$ cat src/pkg/pllhc_pkg.sv
package pllhc_pkg;

  // ----------------------------------------------------------------
  // register map
  // ----------------------------------------------------------------
  localparam int unsigned ADDR_W = 10;
  localparam logic [9:0] OFS_STATUS_PIN = 10'h017;
  localparam logic [9:0] OFS_LOCK_DET = 10'h018;
  localparam logic [9:0] OFS_LOCK_PIN_SEL = 10'h01a;
  localparam logic [9:0] OFS_REFERENCE_MONITOR_PIN_SEL = 10'h01b;
  localparam logic [9:0] OFS_REF_SEL = 10'h01c;
  localparam logic [9:0] OFS_HOLDOVER = 10'h01d;
  localparam logic [9:0] OFS_BLOCK_STATE = 10'h01e;
  localparam logic [7:0] RST_VALUE = 8'h00;

  // ----------------------------------------------------------------
  // field positions
  // ----------------------------------------------------------------
  localparam int unsigned HO_EN_A_BIT = 0;
  localparam int unsigned HO_EXT_BIT = 1;
  localparam int unsigned HO_EN_B_BIT = 2;
  localparam int unsigned HO_CMP_EN_BIT = 3;
  localparam int unsigned LD_DISABLE_BIT = 3;
  localparam int unsigned LD_WINDOW_BIT = 4;
  localparam int unsigned LD_COUNT_LSB = 5;
  localparam int unsigned LD_COUNT_MSB = 6;
  localparam int unsigned RS_BUF_LSB = 1;
  localparam int unsigned RS_BUF_MSB = 2;
  localparam int unsigned RS_PREFER_BIT = 3;
  localparam int unsigned RS_AUTO_BIT = 4;
  localparam int unsigned SP_SEL_LSB = 2;
  localparam int unsigned SP_SEL_MSB = 7;
  localparam int unsigned LP_SEL_MSB = 5;
  localparam int unsigned RM_SEL_MSB = 4;

  // ----------------------------------------------------------------
  // pin function codes
  // ----------------------------------------------------------------
  localparam logic [5:0] LP_CURRENT_SRC = 6'h04;
  localparam logic [5:0] LP_LOCK_FLAG = 6'h01;
  localparam logic [5:0] SP_CMP_HIGH = 6'h2d;
  localparam logic [5:0] SP_CMP_LOW = 6'h3d;
  localparam logic [4:0] RM_CMP_HIGH = 5'h0d;
  localparam logic [4:0] RM_CMP_LOW = 5'h1d;

  // ----------------------------------------------------------------
  // lock counts, indexed by the two-bit counter field
  // ----------------------------------------------------------------
  localparam logic [7:0] LD_CYCLES_0 = 8'h05;
  localparam logic [7:0] LD_CYCLES_1 = 8'h10;
  localparam logic [7:0] LD_CYCLES_2 = 8'h40;
  localparam logic [7:0] LD_CYCLES_3 = 8'hff;

  typedef enum logic [1:0] {
    PLLHC_RUN = 2'b00,
    PLLHC_HOLD = 2'b01,
    PLLHC_REARM = 2'b10
  } pllhc_state_e;

endpackage : pllhc_pkg

$ cat src/logic/pllhc_core.sv
`timescale 1ns/1ps
module pllhc_core
  import pllhc_pkg::*;
(
  input wire logic clk,
  input wire logic rst,
  input wire logic [9:0] reg_addr,
  input wire logic [7:0] reg_wdata,
  input wire logic reg_wr,
  input wire logic reg_rd,
  output logic [7:0] reg_rdata,
  input wire logic sync_pin_n,
  input wire logic ref_pfd_in,
  input wire logic phase_in_lock_window,
  input wire logic phase_over_unlock,
  input wire logic lock_pin_cmp_in,
  input wire logic first_ref_present,
  input wire logic second_ref_present,
  input wire logic cp_up_req,
  input wire logic cp_dn_req,
  output logic cp_up,
  output logic cp_dn,
  output logic cp_hiz,
  output logic b_counter_reset,
  output logic holdover_active,
  output logic digital_lock_flag,
  output logic lock_window_high_n,
  output logic lock_indicator_pin_src_en,
  output logic lock_indicator_pin_gnd_en,
  output logic lock_indicator_pin_o,
  output logic lock_indicator_pin_oe,
  output logic reference_monitor_pin,
  output logic status_pin,
  output logic ref_sel_second,
  output logic [1:0] ref_buffer_en
);

  // ----------------------------------------------------------------
  // input synchronisers
  // ----------------------------------------------------------------
  localparam int unsigned NSYNC = 9;

  logic [NSYNC-1:0] async_in;
  logic [NSYNC-1:0] meta_r;
  logic [NSYNC-1:0] sync_r;
  logic sync_prev_r;
  logic ref_prev_r;

  assign async_in = {cp_dn_req, cp_up_req, second_ref_present, first_ref_present,
                     lock_pin_cmp_in, phase_over_unlock, phase_in_lock_window,
                     ref_pfd_in, sync_pin_n};

  always_ff @(posedge clk) begin
    if (rst) begin
      meta_r <= {{(NSYNC-1){1'b0}}, 1'b1};
      sync_r <= {{(NSYNC-1){1'b0}}, 1'b1};
      sync_prev_r <= 1'b1;
      ref_prev_r <= 1'b0;
    end else begin
      meta_r <= async_in;
      sync_r <= meta_r;
      sync_prev_r <= sync_r[0];
      ref_prev_r <= sync_r[1];
    end
  end

  logic sync_s;
  logic ref_s;
  logic in_window_s;
  logic over_unlock_s;
  logic lock_cmp_s;
  logic first_reference_ok_s;
  logic second_reference_ok_s;
  logic up_req_s;
  logic dn_req_s;

  assign sync_s = sync_r[0];
  assign ref_s = sync_r[1];
  assign in_window_s = sync_r[2];
  assign over_unlock_s = sync_r[3];
  assign lock_cmp_s = sync_r[4];
  assign first_reference_ok_s = sync_r[5];
  assign second_reference_ok_s = sync_r[6];
  assign up_req_s = sync_r[7];
  assign dn_req_s = sync_r[8];

  logic sync_fall;
  logic ref_rise;

  // the sync pin is read for holdover only; divider sync handling lives outside
  assign sync_fall = sync_prev_r & ~sync_s;
  assign ref_rise = ref_s & ~ref_prev_r;

  // ----------------------------------------------------------------
  // register file
  // ----------------------------------------------------------------
  logic [7:0] status_pin_r;
  logic [7:0] lock_det_r;
  logic [7:0] lock_pin_sel_r;
  logic [7:0] reference_monitor_pin_sel_r;
  logic [7:0] ref_sel_ctl_r;
  logic [7:0] holdover_r;

  logic hit_status_pin;
  logic hit_lock_det;
  logic hit_lock_pin_sel;
  logic hit_reference_monitor_pin_sel;
  logic hit_ref_sel;
  logic hit_holdover;
  logic hit_block_state;

  assign hit_status_pin = (reg_addr == OFS_STATUS_PIN);
  assign hit_lock_det = (reg_addr == OFS_LOCK_DET);
  assign hit_lock_pin_sel = (reg_addr == OFS_LOCK_PIN_SEL);
  assign hit_reference_monitor_pin_sel = (reg_addr == OFS_REFERENCE_MONITOR_PIN_SEL);
  assign hit_ref_sel = (reg_addr == OFS_REF_SEL);
  assign hit_holdover = (reg_addr == OFS_HOLDOVER);
  assign hit_block_state = (reg_addr == OFS_BLOCK_STATE);

  always_ff @(posedge clk) begin
    if (rst) begin
      status_pin_r <= RST_VALUE;
      lock_det_r <= RST_VALUE;
      lock_pin_sel_r <= RST_VALUE;
      reference_monitor_pin_sel_r <= RST_VALUE;
      ref_sel_ctl_r <= RST_VALUE;
      holdover_r <= RST_VALUE;
    end else if (reg_wr) begin
      if (hit_status_pin) status_pin_r <= reg_wdata;
      if (hit_lock_det) lock_det_r <= reg_wdata;
      if (hit_lock_pin_sel) lock_pin_sel_r <= reg_wdata;
      if (hit_reference_monitor_pin_sel) reference_monitor_pin_sel_r <= reg_wdata;
      if (hit_ref_sel) ref_sel_ctl_r <= reg_wdata;
      if (hit_holdover) holdover_r <= reg_wdata;
    end
  end

  // ----------------------------------------------------------------
  // configuration decode
  // ----------------------------------------------------------------
  logic ho_enabled;
  logic ho_manual;
  logic cmp_enabled;
  logic dld_enabled;
  logic [1:0] ld_count_sel;
  logic [5:0] lock_pin_func;
  logic [5:0] status_func;
  logic [4:0] reference_monitor_pin_func;
  logic lock_sensed;

  assign ho_enabled = holdover_r[HO_EN_A_BIT] & holdover_r[HO_EN_B_BIT];
  assign ho_manual = holdover_r[HO_EXT_BIT];
  assign cmp_enabled = holdover_r[HO_CMP_EN_BIT];
  assign dld_enabled = ~lock_det_r[LD_DISABLE_BIT];
  assign ld_count_sel = lock_det_r[LD_COUNT_MSB:LD_COUNT_LSB];
  assign lock_pin_func = lock_pin_sel_r[LP_SEL_MSB:0];
  assign status_func = status_pin_r[SP_SEL_MSB:SP_SEL_LSB];
  assign reference_monitor_pin_func = reference_monitor_pin_sel_r[RM_SEL_MSB:0];
  assign lock_sensed = cmp_enabled ? lock_cmp_s : 1'b1;

  // ----------------------------------------------------------------
  // reference selection
  // ----------------------------------------------------------------
  logic prefer_second;
  logic ref_pick;

  assign prefer_second = ref_sel_ctl_r[RS_PREFER_BIT];
  // auto switchover moves off the preferred input only while it is missing
  assign ref_pick = ref_sel_ctl_r[RS_AUTO_BIT]
                    ? (prefer_second ? ~(second_reference_ok_s | ~first_reference_ok_s) == 1'b0
                                     : (~first_reference_ok_s & second_reference_ok_s))
                    : prefer_second;

  always_ff @(posedge clk) begin
    if (rst) begin
      ref_sel_second <= 1'b0;
      ref_buffer_en <= 2'b00;
    end else begin
      ref_sel_second <= ref_pick;
      ref_buffer_en <= ref_sel_ctl_r[RS_BUF_MSB:RS_BUF_LSB];
    end
  end

  // ----------------------------------------------------------------
  // digital lock detector, evaluated once per rising reference edge
  // ----------------------------------------------------------------
  logic [7:0] lock_target;
  logic [7:0] lock_cnt_r;
  logic [7:0] lock_cnt_nxt;
  logic dlf_r;
  logic dlf_nxt;

  assign lock_target = (ld_count_sel == 2'b00) ? LD_CYCLES_0 :
                       (ld_count_sel == 2'b01) ? LD_CYCLES_1 :
                       (ld_count_sel == 2'b10) ? LD_CYCLES_2 : LD_CYCLES_3;

  always_comb begin
    lock_cnt_nxt = lock_cnt_r;
    dlf_nxt = dlf_r;
    if (!dld_enabled) begin
      lock_cnt_nxt = 8'h00;
      dlf_nxt = 1'b0;
    end else if (ref_rise) begin
      if (dlf_r) begin
        if (over_unlock_s) begin
          dlf_nxt = 1'b0;
          lock_cnt_nxt = 8'h00;
        end
      end else if (in_window_s) begin
        lock_cnt_nxt = lock_cnt_r + 8'h01;
        if (lock_cnt_nxt >= lock_target) begin
          dlf_nxt = 1'b1;
          lock_cnt_nxt = 8'h00;
        end
      end else begin
        lock_cnt_nxt = 8'h00;
      end
    end
  end

  always_ff @(posedge clk) begin
    if (rst) begin
      lock_cnt_r <= 8'h00;
      dlf_r <= 1'b0;
      lock_window_high_n <= 1'b0;
    end else begin
      lock_cnt_r <= lock_cnt_nxt;
      dlf_r <= dlf_nxt;
      lock_window_high_n <= lock_det_r[LD_WINDOW_BIT];
    end
  end

  assign digital_lock_flag = dlf_r;

  // ----------------------------------------------------------------
  // lock indicator pin driver
  // ----------------------------------------------------------------
  logic lp_current_mode;
  logic lp_flag_mode;

  assign lp_current_mode = (lock_pin_func == LP_CURRENT_SRC);
  assign lp_flag_mode = (lock_pin_func == LP_LOCK_FLAG);

  always_ff @(posedge clk) begin
    if (rst) begin
      lock_indicator_pin_src_en <= 1'b0;
      lock_indicator_pin_gnd_en <= 1'b0;
      lock_indicator_pin_o <= 1'b0;
      lock_indicator_pin_oe <= 1'b0;
    end else begin
      // any false cycle grounds the pin and so restarts the charge
      lock_indicator_pin_src_en <= lp_current_mode & dlf_r;
      lock_indicator_pin_gnd_en <= lp_current_mode & ~dlf_r;
      lock_indicator_pin_o <= dlf_r;
      lock_indicator_pin_oe <= lp_flag_mode;
    end
  end

  // ----------------------------------------------------------------
  // comparator result on monitor and status pins
  // ----------------------------------------------------------------
  always_ff @(posedge clk) begin
    if (rst) begin
      reference_monitor_pin <= 1'b0;
      status_pin <= 1'b0;
    end else begin
      reference_monitor_pin <= (reference_monitor_pin_func == RM_CMP_HIGH) ? lock_cmp_s :
                               (reference_monitor_pin_func == RM_CMP_LOW) ? ~lock_cmp_s : 1'b0;
      status_pin <= (status_func == SP_CMP_HIGH) ? lock_cmp_s :
                    (status_func == SP_CMP_LOW) ? ~lock_cmp_s : 1'b0;
    end
  end

  // ----------------------------------------------------------------
  // holdover state machine
  // ----------------------------------------------------------------
  pllhc_state_e state_r;
  pllhc_state_e state_nxt;
  logic enter_now;
  logic release_now;

  // manual entry reacts to the edge only, so a held low level does not re-enter
  assign enter_now = ho_enabled &&
                     (ho_manual ? sync_fall : ~lock_sensed);
  // ref_rise belongs to the selected reference, so holdover ends on its edge
  assign release_now = ref_rise &&
                       (ho_manual ? sync_s : 1'b1);

  always_comb begin
    state_nxt = state_r;
    case (state_r)
      PLLHC_RUN: begin
        if (enter_now) state_nxt = PLLHC_HOLD;
      end
      PLLHC_HOLD: begin
        if (!ho_enabled) state_nxt = PLLHC_RUN;
        else if (release_now) state_nxt = ho_manual ? PLLHC_RUN : PLLHC_REARM;
      end
      PLLHC_REARM: begin
        // wait for the lock pin to charge before automatic entry is armed
        if (!ho_enabled || ho_manual || lock_sensed) state_nxt = PLLHC_RUN;
      end
      default: state_nxt = PLLHC_RUN;
    endcase
  end

  always_ff @(posedge clk) begin
    if (rst) begin
      state_r <= PLLHC_RUN;
      b_counter_reset <= 1'b0;
    end else begin
      state_r <= state_nxt;
      b_counter_reset <= (state_r == PLLHC_HOLD) && ho_enabled && release_now;
    end
  end

  // ----------------------------------------------------------------
  // charge pump gating
  // ----------------------------------------------------------------
  logic hiz_now;

  assign hiz_now = (state_r == PLLHC_HOLD) || ((state_r == PLLHC_RUN) && enter_now);
  assign cp_hiz = hiz_now;
  assign holdover_active = (state_r == PLLHC_HOLD);

  always_ff @(posedge clk) begin
    if (rst) begin
      cp_up <= 1'b0;
      cp_dn <= 1'b0;
    end else begin
      cp_up <= up_req_s & ~hiz_now;
      cp_dn <= dn_req_s & ~hiz_now;
    end
  end

  // ----------------------------------------------------------------
  // read path
  // ----------------------------------------------------------------
  logic [7:0] block_state;
  logic [7:0] rd_mux;

  assign block_state = {3'b000, ref_sel_second, lock_sensed, dlf_r,
                        state_r == PLLHC_REARM, state_r == PLLHC_HOLD};
  assign rd_mux = hit_status_pin ? status_pin_r :
                  hit_lock_det ? lock_det_r :
                  hit_lock_pin_sel ? lock_pin_sel_r :
                  hit_reference_monitor_pin_sel ? reference_monitor_pin_sel_r :
                  hit_ref_sel ? ref_sel_ctl_r :
                  hit_holdover ? holdover_r :
                  hit_block_state ? block_state : 8'h00;

  always_ff @(posedge clk) begin
    if (rst) reg_rdata <= 8'h00;
    else if (reg_rd) reg_rdata <= rd_mux;
    else reg_rdata <= 8'h00;
  end

endmodule : pllhc_core

$ cat config.mk
export PLATFORM = sky130hd
export DESIGN_NAME = pllhc_core
export DESIGN_NICKNAME = d
export VERILOG_FILES = /design/src/pkg/pllhc_pkg.sv /design/src/logic/pllhc_core.sv
export SDC_FILE = /design/constraint.sdc
export NUM_CORES = 1
export LEC_CHECK = 0
export BUFFER_PORTS_ARGS = -buffer_cell sky130_fd_sc_hd__buf_2
export CORE_MARGIN = 1.5
export CORE_UTILIZATION = 40
export CTS_BUF_LIST = sky130_fd_sc_hd__clkbuf_8
export DETAILED_ROUTE_END_ITERATION = 12
export GPL_ROUTABILITY_DRIVEN = 0
export PLACE_DENSITY = 0.56
export SETUP_SLACK_MARGIN = 0.3
export SLEW_MARGIN = 20
export SYNTH_ARGS = -nofsm -noshare
export SYNTH_HDL_FRONTEND = slang
export SYNTH_SLANG_ARGS = --single-unit
export TNS_END_PERCENT = 100
$ cat constraint.sdc
create_clock -name clk -period 6.2 [get_ports clk]
set_input_delay 1.24 -clock clk [delete_from_list [all_inputs] [get_ports clk]]
set_output_delay 1.24 -clock clk [all_outputs]
set_load 0.01 [all_outputs]
==> results of run 1 <==
## worst reg2reg max path: stages, from the launching register on
cell and delay (ns):
dfxtp_1 0.41, ha_1 0.29, nand3_1 0.12, xnor2_1 0.23, ha_1 0.28, a21oi_1 0.15, o21ai_0 0.08, a41oi_1 0.74
o2111ai_1 0.24, a21oi_1 0.20
## worst max path at each step
stage | depth (start not counted) | endpoint | slack (ns)
after floorplan | 7 | ref_sel_ctl_r[2] | 3.70
after global placement | 6 | lock_det_r[3] | 2.68
after detailed placement | 6 | lock_det_r[7] | 2.58
after CTS | 6 | lock_det_r[3] | 2.97
after global routing | 6 | reference_monitor_pin_sel_r[0] | 3.02
final | 6 | lock_pin_sel_r[1] | 3.18
## state kept, by name (all words and copies together) (netlist names), 2 cells and up
register,flops
meta_r,9
sync_r,9
holdover_r,8
lock_cnt_r,8
lock_det_r,8
lock_pin_sel_r,8
ref_sel_ctl_r,8
reference_monitor_pin_sel_r,8
reg_rdata,8
status_pin_r,8
ref_buffer_en,2
state_r,2
## cells in the mapped netlist (6+ instances only)
library cell  number
o21ai_0           14
xnor2_1            7
nor3_1             7
and3_1             9
mux2i_1           16
clkbuf_1          12
nor2b_1           28
nor2_1            28
ha_1              13
o2111ai_1          6
or2_2              6
dfxtp_1          100
a21oi_1           49
a22o_1             8
inv_1              9
nand2_1           88
and2_1             8
## report_power, final
part | switching, mW | internal (mW)
clock network | 0.244 | 0.164
registers | 0.00211 | 0.648
logic | 0.0339 | 0.0170
## per-layer routing
layer / share of wire [%] / vias up / routed length [um] / GRT usage [%]
met5: 0 / - / 0 / 0
met4: 1.5 / 0 / 165 / 4.571
met3: 4.4 / 18 / 479 / 5.289
met2: 46 / 81 / 4964 / 31.16
met1: 48 / 1718 / 5184 / 27.07
li1: - / 1773 / - / -
## cell type report
| class | instances | area, um2 |
|---|---|---|
| Fill cell | 1057 | 5583 |
| Multi-Input combinational cell | 351 | 2157 |
| Sequential cell | 100 | 2002 |
| Timing Repair Buffer | 55 | 277.8 |
| Tap cell | 136 | 170.2 |
| Clock buffer | 10 | 137.6 |
| Clock inverter | 6 | 55.05 |
| Inverter | 9 | 33.78 |
## logic make-up after synthesis
kind of cell,count (synthesis),share of synthesized area (%)
fa+ha+maj,13,3.749
mux,20,4.729
simple gates,208,24.54
compound gates,102,15.02
buf+inv,36,4.210
flops,100,46.14
xor+xnor,8,1.615
==> results.json, run 1 <==
{
  "max_freq_mhz": 331.6,
  "relSlewSlack_pct": 34.59,
  "hold_depth": 1,
  "diodes": 0,
  "start_util_pct": 41.66,
  "reg2reg_to": "lock_cnt_r[4]",
  "die_w_um": 107.2,
  "dpl.hpwl_um": 7653,
  "clock_path_buffers": 2,
  "place_inst": 651,
  "root_buffer": "clkbuf_8",
  "pre_cts_ws_ns": 2.582,
  "wire_per_inst_um": 16.18,
  "firstDrtPassIters": 8,
  "drt_iter0_drc": 273,
  "first_global_vias": 3447,
  "hold_viol_final": 0,
  "syn_nets": 531,
  "yosysWarningCount": 0,
  "ioPinCount": 55,
  "cp-start-kind": "primary input",
  "crit_path_end_kind": "flip-flop",
  "layout_common_cells": "dfxtp_1 (100), nand2_1 (88), buf_2 (54), a21oi_1 (49), nor2_1 (28)",
  "worstPathArrival_ns": 3.32,
  "ys.flop_type": "dfxtp_1",
  "cts_resized": 0,
  "grt-ovfl-total": 0,
  "synth_top_area_share_pct": 46.14,
  "routed_wl_um": 10790,
  "grt_start_max_net_pins": 47,
  "critPathTopFamily": "simple AND/OR/NAND/NOR gates",
  "cts_tree": "done",
  "grt_usage_pct": 19.82,
  "postCtsSetupBuffers": 0,
  "ir_drop_mv": 0.1381,
  "hold_path_class": "reg -> reg",
  "leakage_nw": 1.913,
  "synth_cell_type_count": 54,
  "critical_path.max_stage_delay_ns": 0.79,
  "final.setup.tns_ns": 0,
  "power.density_nw_per_um2": 229.5,
  "syn_to_final_growth_pct": 11.39,
  "finalNonFillerCells": 667,
  "fin_ws_ns": 3.185,
  "fin_area_um2": 4833,
  "syn_area_per_cell_um2": 8.910,
  "synth_area_leaders": "dfxtp_1 (46%), nand2_1 (7.6%), a21oi_1 (5.7%)",
  "finalCoreUtilization_pct": 46.40,
  "rsz0062_at_grt": "false",
  "critPathLaunch": "reg_addr[2]",
  "synth.yosys.seq_area_share_pct": 46.14,
  "hold_path.startpoint": "meta_r[0]",
  "place_area_um2": 4638,
  "antenna_found_initial": 0,
  "clock_sinks": 100,
  "rr_worst_depth": 9,
  "min_to": "sync_r[0]",
  "tightest_slew_ns": 0.9684,
  "finalPower_mw": 1.109,
  "critPathSlowestCell": "and2_0",
  "async_reset_ff_share_pct": 0,
  "clkLatencyLatePin_ns": 0.37,
  "required_ns": 6.50,
  "grt_pass1_wl_um": 17780,
  "path_buf_inv": 1,
  "drc_errors": 0,
  "postSynthCellCount": 487,
  "setup_viol": 0,
  "layout_commonest_cell": "dfxtp_1",
  "core_um2": 10420,
  "holdWs_ns": 0.4201,
  "antenna_left": 0,
  "cts_hold_buf": 0,
  "vias": 3590,
  "die_y_um": 107.2,
  "final_layout_size_suffix_gt1_share_pct": 17.14,
  "r2r_slack_ns": 3.38,
  "finalMaxSlewViolations": 0,
  "timing.final.crit_share_pct": 48.63,
  "num_rows": 37,
  "synth_area_um2": 4339,
  "status": "finished, final reports clean",
  "cp_max_fo": 15,
  "reg2reg_from": "lock_cnt_r[0]",
  "fin_crit_ns": 3.015,
  "ys_seq_elements": 100,
  "yosysTopAreaCell": "dfxtp_1",
  "clkTransAtPathRegs_ns": 0.10,
  "critical_path_class": "in -> reg",
  "synth-edff-count": 0,
  "cap_violations": 0,
  "nets": 570,
  "cts_inserted_buffers": 9,
  "fin_skew_ns": 0.01065,
  "htree_levels": 3,
  "io_buffers": 54,
  "dieArea_um2": 11480,
  "viasPerCell": 5.382,
  "path_cells": "buf_2 > nor3_2 > and2_0 > and3_1 > nand2_1 > a21oi_1"
}
Power figures use the tool's default switching activity.
==> inputs of run 2 (changes only) <==
==> constraint.sdc (replaced) <==
create_clock -name clk -period 2.9 [get_ports clk]
set_input_delay 0.58 -clock clk [delete_from_list [all_inputs] [get_ports clk]]
set_output_delay 0.58 -clock clk [all_outputs]
set_load 0.01 [all_outputs]
==> run 2 against run 1 <==
Via count grew 2.1%. Clock power grew to 2.5 times the previous value. First-iteration DRC count down 30%. Sequential share of layout area fell by 0.96 points. Largest power group unchanged. Highest routed layer unchanged. Setup slack worse by 2.6 ns. Routed wire length up 2.6%. Count of clock-buffer cells in the layout decreased by 1. Register-to-register slack got worse by 2.8 ns. Flip-flop and latch count stayed put. Global-route usage up 0.18 points.
==> results.json, run 2 (synthesized netlist as in run 1, its figures left out) <==
{
  "clkTransAtPathRegs_ns": 0.10,
  "syn_to_final_growth_pct": 14.04,
  "grt_start_max_net_pins": 25,
  "layout_commonest_cell": "dfxtp_1",
  "antenna_left": 0,
  "timing.final.crit_share_pct": 80.66,
  "reg2reg_from": "lock_det_r[5]",
  "vias": 3666,
  "fin_skew_ns": 0.01682,
  "hold_depth": 2,
  "die_y_um": 107.2,
  "num_rows": 37,
  "finalCoreUtilization_pct": 47.51,
  "wl_met3_um": 699,
  "critPathSlowestCell": "dfxtp_1",
  "cts_resized": 0,
  "dpl.hpwl_um": 8083,
  "first_global_vias": 3454,
  "critical_path_class": "reg -> reg",
  "min_to": "meta_r[0]",
  "firstDrtPassIters": 5,
  "routed-wl-met2_um": 5233,
  "antenna_found_initial": 0,
  "clkLatencyLatePin_ns": 0.37,
  "holdWs_ns": 0.3870,
  "status": "finished, final reports clean",
  "grt_pass1_wl_um": 17640,
  "critPathTopFamily": "simple AND/OR/NAND/NOR gates",
  "reg2reg_to": "digital_lock_flag",
  "layout_common_cells": "dfxtp_1 (100), nand2_1 (88), buf_2 (54), a21oi_1 (49)",
  "power.density_nw_per_um2": 512.3,
  "cp_max_fo": 11,
  "finalMaxSlewViolations": 0,
  "tightest_slew_ns": 0.7432,
  "top_layer_used": "met4",
  "start_util_pct": 41.66,
  "pre_cts_ws_ns": 0.5196,
  "drc_errors": 0,
  "power_frac_seq_pct": 54.8,
  "final_layout_size_suffix_gt1_share_pct": 18.48,
  "cts_tree": "done",
  "routed_wl_um": 11070,
  "grt_usage_pct": 20.00,
  "drt_iter0_drc": 192,
  "worstPathArrival_ns": 2.63,
  "rr_worst_depth": 10,
  "diodes": 0,
  "cap_violations": 0,
  "max_freq_mhz": 427.5,
  "grt-ovfl-total": 0,
  "path_buf_inv": 2,
  "switching_share_pct": 23.66,
  "dieArea_um2": 11480,
  "root_buffer": "clkbuf_8",
  "cp-start-kind": "flip-flop",
  "internal_power_mw": 1.935,
  "core_um2": 10420,
  "setup_viol": 0,
  "hold_path_class": "in -> reg",
  "path_cells": "inv_1 > ha_1 > or2_2 > ha_1 > a21oi_1 > o21ai_0 > a41oi_1 > buf_4 > or3_1 > a21oi_1",
  "switchingPower_mw": 0.5998,
  "finalPower_mw": 2.535,
  "clock_path_buffers": 2,
  "clock_sinks": 100,
  "ioPinCount": 55,
  "viasPerCell": 5.415,
  "rsz0062_at_grt": "false",
  "required_ns": 3.19,
  "cts_hold_buf": 0,
  "leakage_nw": 1.988,
  "final.setup.tns_ns": 0,
  "fin_crit_ns": 2.339,
  "fin_ws_ns": 0.5609,
  "reg_top3": "meta_r: 9 flops, sync_r: 9 flops",
  "relSlewSlack_pct": 50.35,
  "htree_levels": 3,
  "hold_path.startpoint": "sync_pin_n",
  "crit_path_end_kind": "flip-flop",
  "pwr-share-clk_pct": 40.7,
  "postCtsSetupBuffers": 0,
  "ir_drop_mv": 0.3373,
  "die_w_um": 107.2,
  "hold_viol_final": 0,
  "cts_inserted_buffers": 9,
  "wirelength_met1_um": 5029,
  "r2r_slack_ns": 0.56,
  "wire_per_inst_um": 16.36,
  "critical_path.max_stage_delay_ns": 0.40,
  "power_frac_comb_pct": 4.4,
  "io_buffers": 54,
  "nets": 580
}
-- run 2: changes by cell type in the layout (fill, tap and decap cells not counted), moves of 2 or more --
cell       previous run  this run
inv_6                 3         1
bufinv_16             0         2
buf_4                 1        11
inv_8                 0         3
-- run 2: cell type report --
cell class	count	area [um2]
repair buffers	65	352.8
multi-input cells	351	2155
flip-flops and latches	100	2002
clock buffers	9	123.9
well taps	136	170.2
inverters	9	33.78
clock inverters	7	111.4
fillers	1006	5468
-- run 2: worst max-delay path by stage --
stage / cells past startpoint / startpoint / end / slack (ns)
3_5_place_dp: 7 / reg_addr[5] / reference_monitor_pin_sel_r[5] / 0.52
4_1_cts: 10 / lock_det_r[5] / digital_lock_flag / 0.55
5_1_grt: 10 / lock_det_r[5] / digital_lock_flag / 0.37
3_3_place_gp: 7 / reg_addr[5] / reference_monitor_pin_sel_r[3] / 0.51
2_1_floorplan: 10 / lock_det_r[5] / lock_cnt_r[3] / 0.73
6_report: 10 / lock_det_r[5] / digital_lock_flag / 0.56
-- run 2: per-layer routing --
metal / global-route usage, % / up-vias
li1: - / 1790
met1: 26.28 / 1753
met2: 33.21 / 111
met3: 4.985 / 12
met4: 4.095 / 0
met5: 0 / -
-- run 2: metrics by stage --
step | cell area, um2 | cells
finish | 4949 | 677
global route | 4949 | 677
CTS | 4949 | 677
detailed placement | 4713 | 661
global placement | 4713 | 661
floorplan | 4339 | 487
-- run 2: power by group through the flow --
stage,Sequential [mW],Clock (mW),Combinational (mW)
floorplan,1.42,0,0.0576
global placement,1.42,0,0.111
detailed placement,1.42,0,0.112
CTS,1.39,1.07,0.112
global route,1.39,1.12,0.123
finish,1.39,1.03,0.113
-- run 2: worst register-to-register path: cells and delay by family, from the launching register on --
kind / cells / cell delay, ns
adder cells (fa/ha/maj): 2 / 0.49
AND/OR/NAND/NOR: 2 / 0.67
AO/OA/AOI/OAI: 4 / 0.40
buffers and inverters: 2 / 0.31
flip-flops: 1 / 0.40
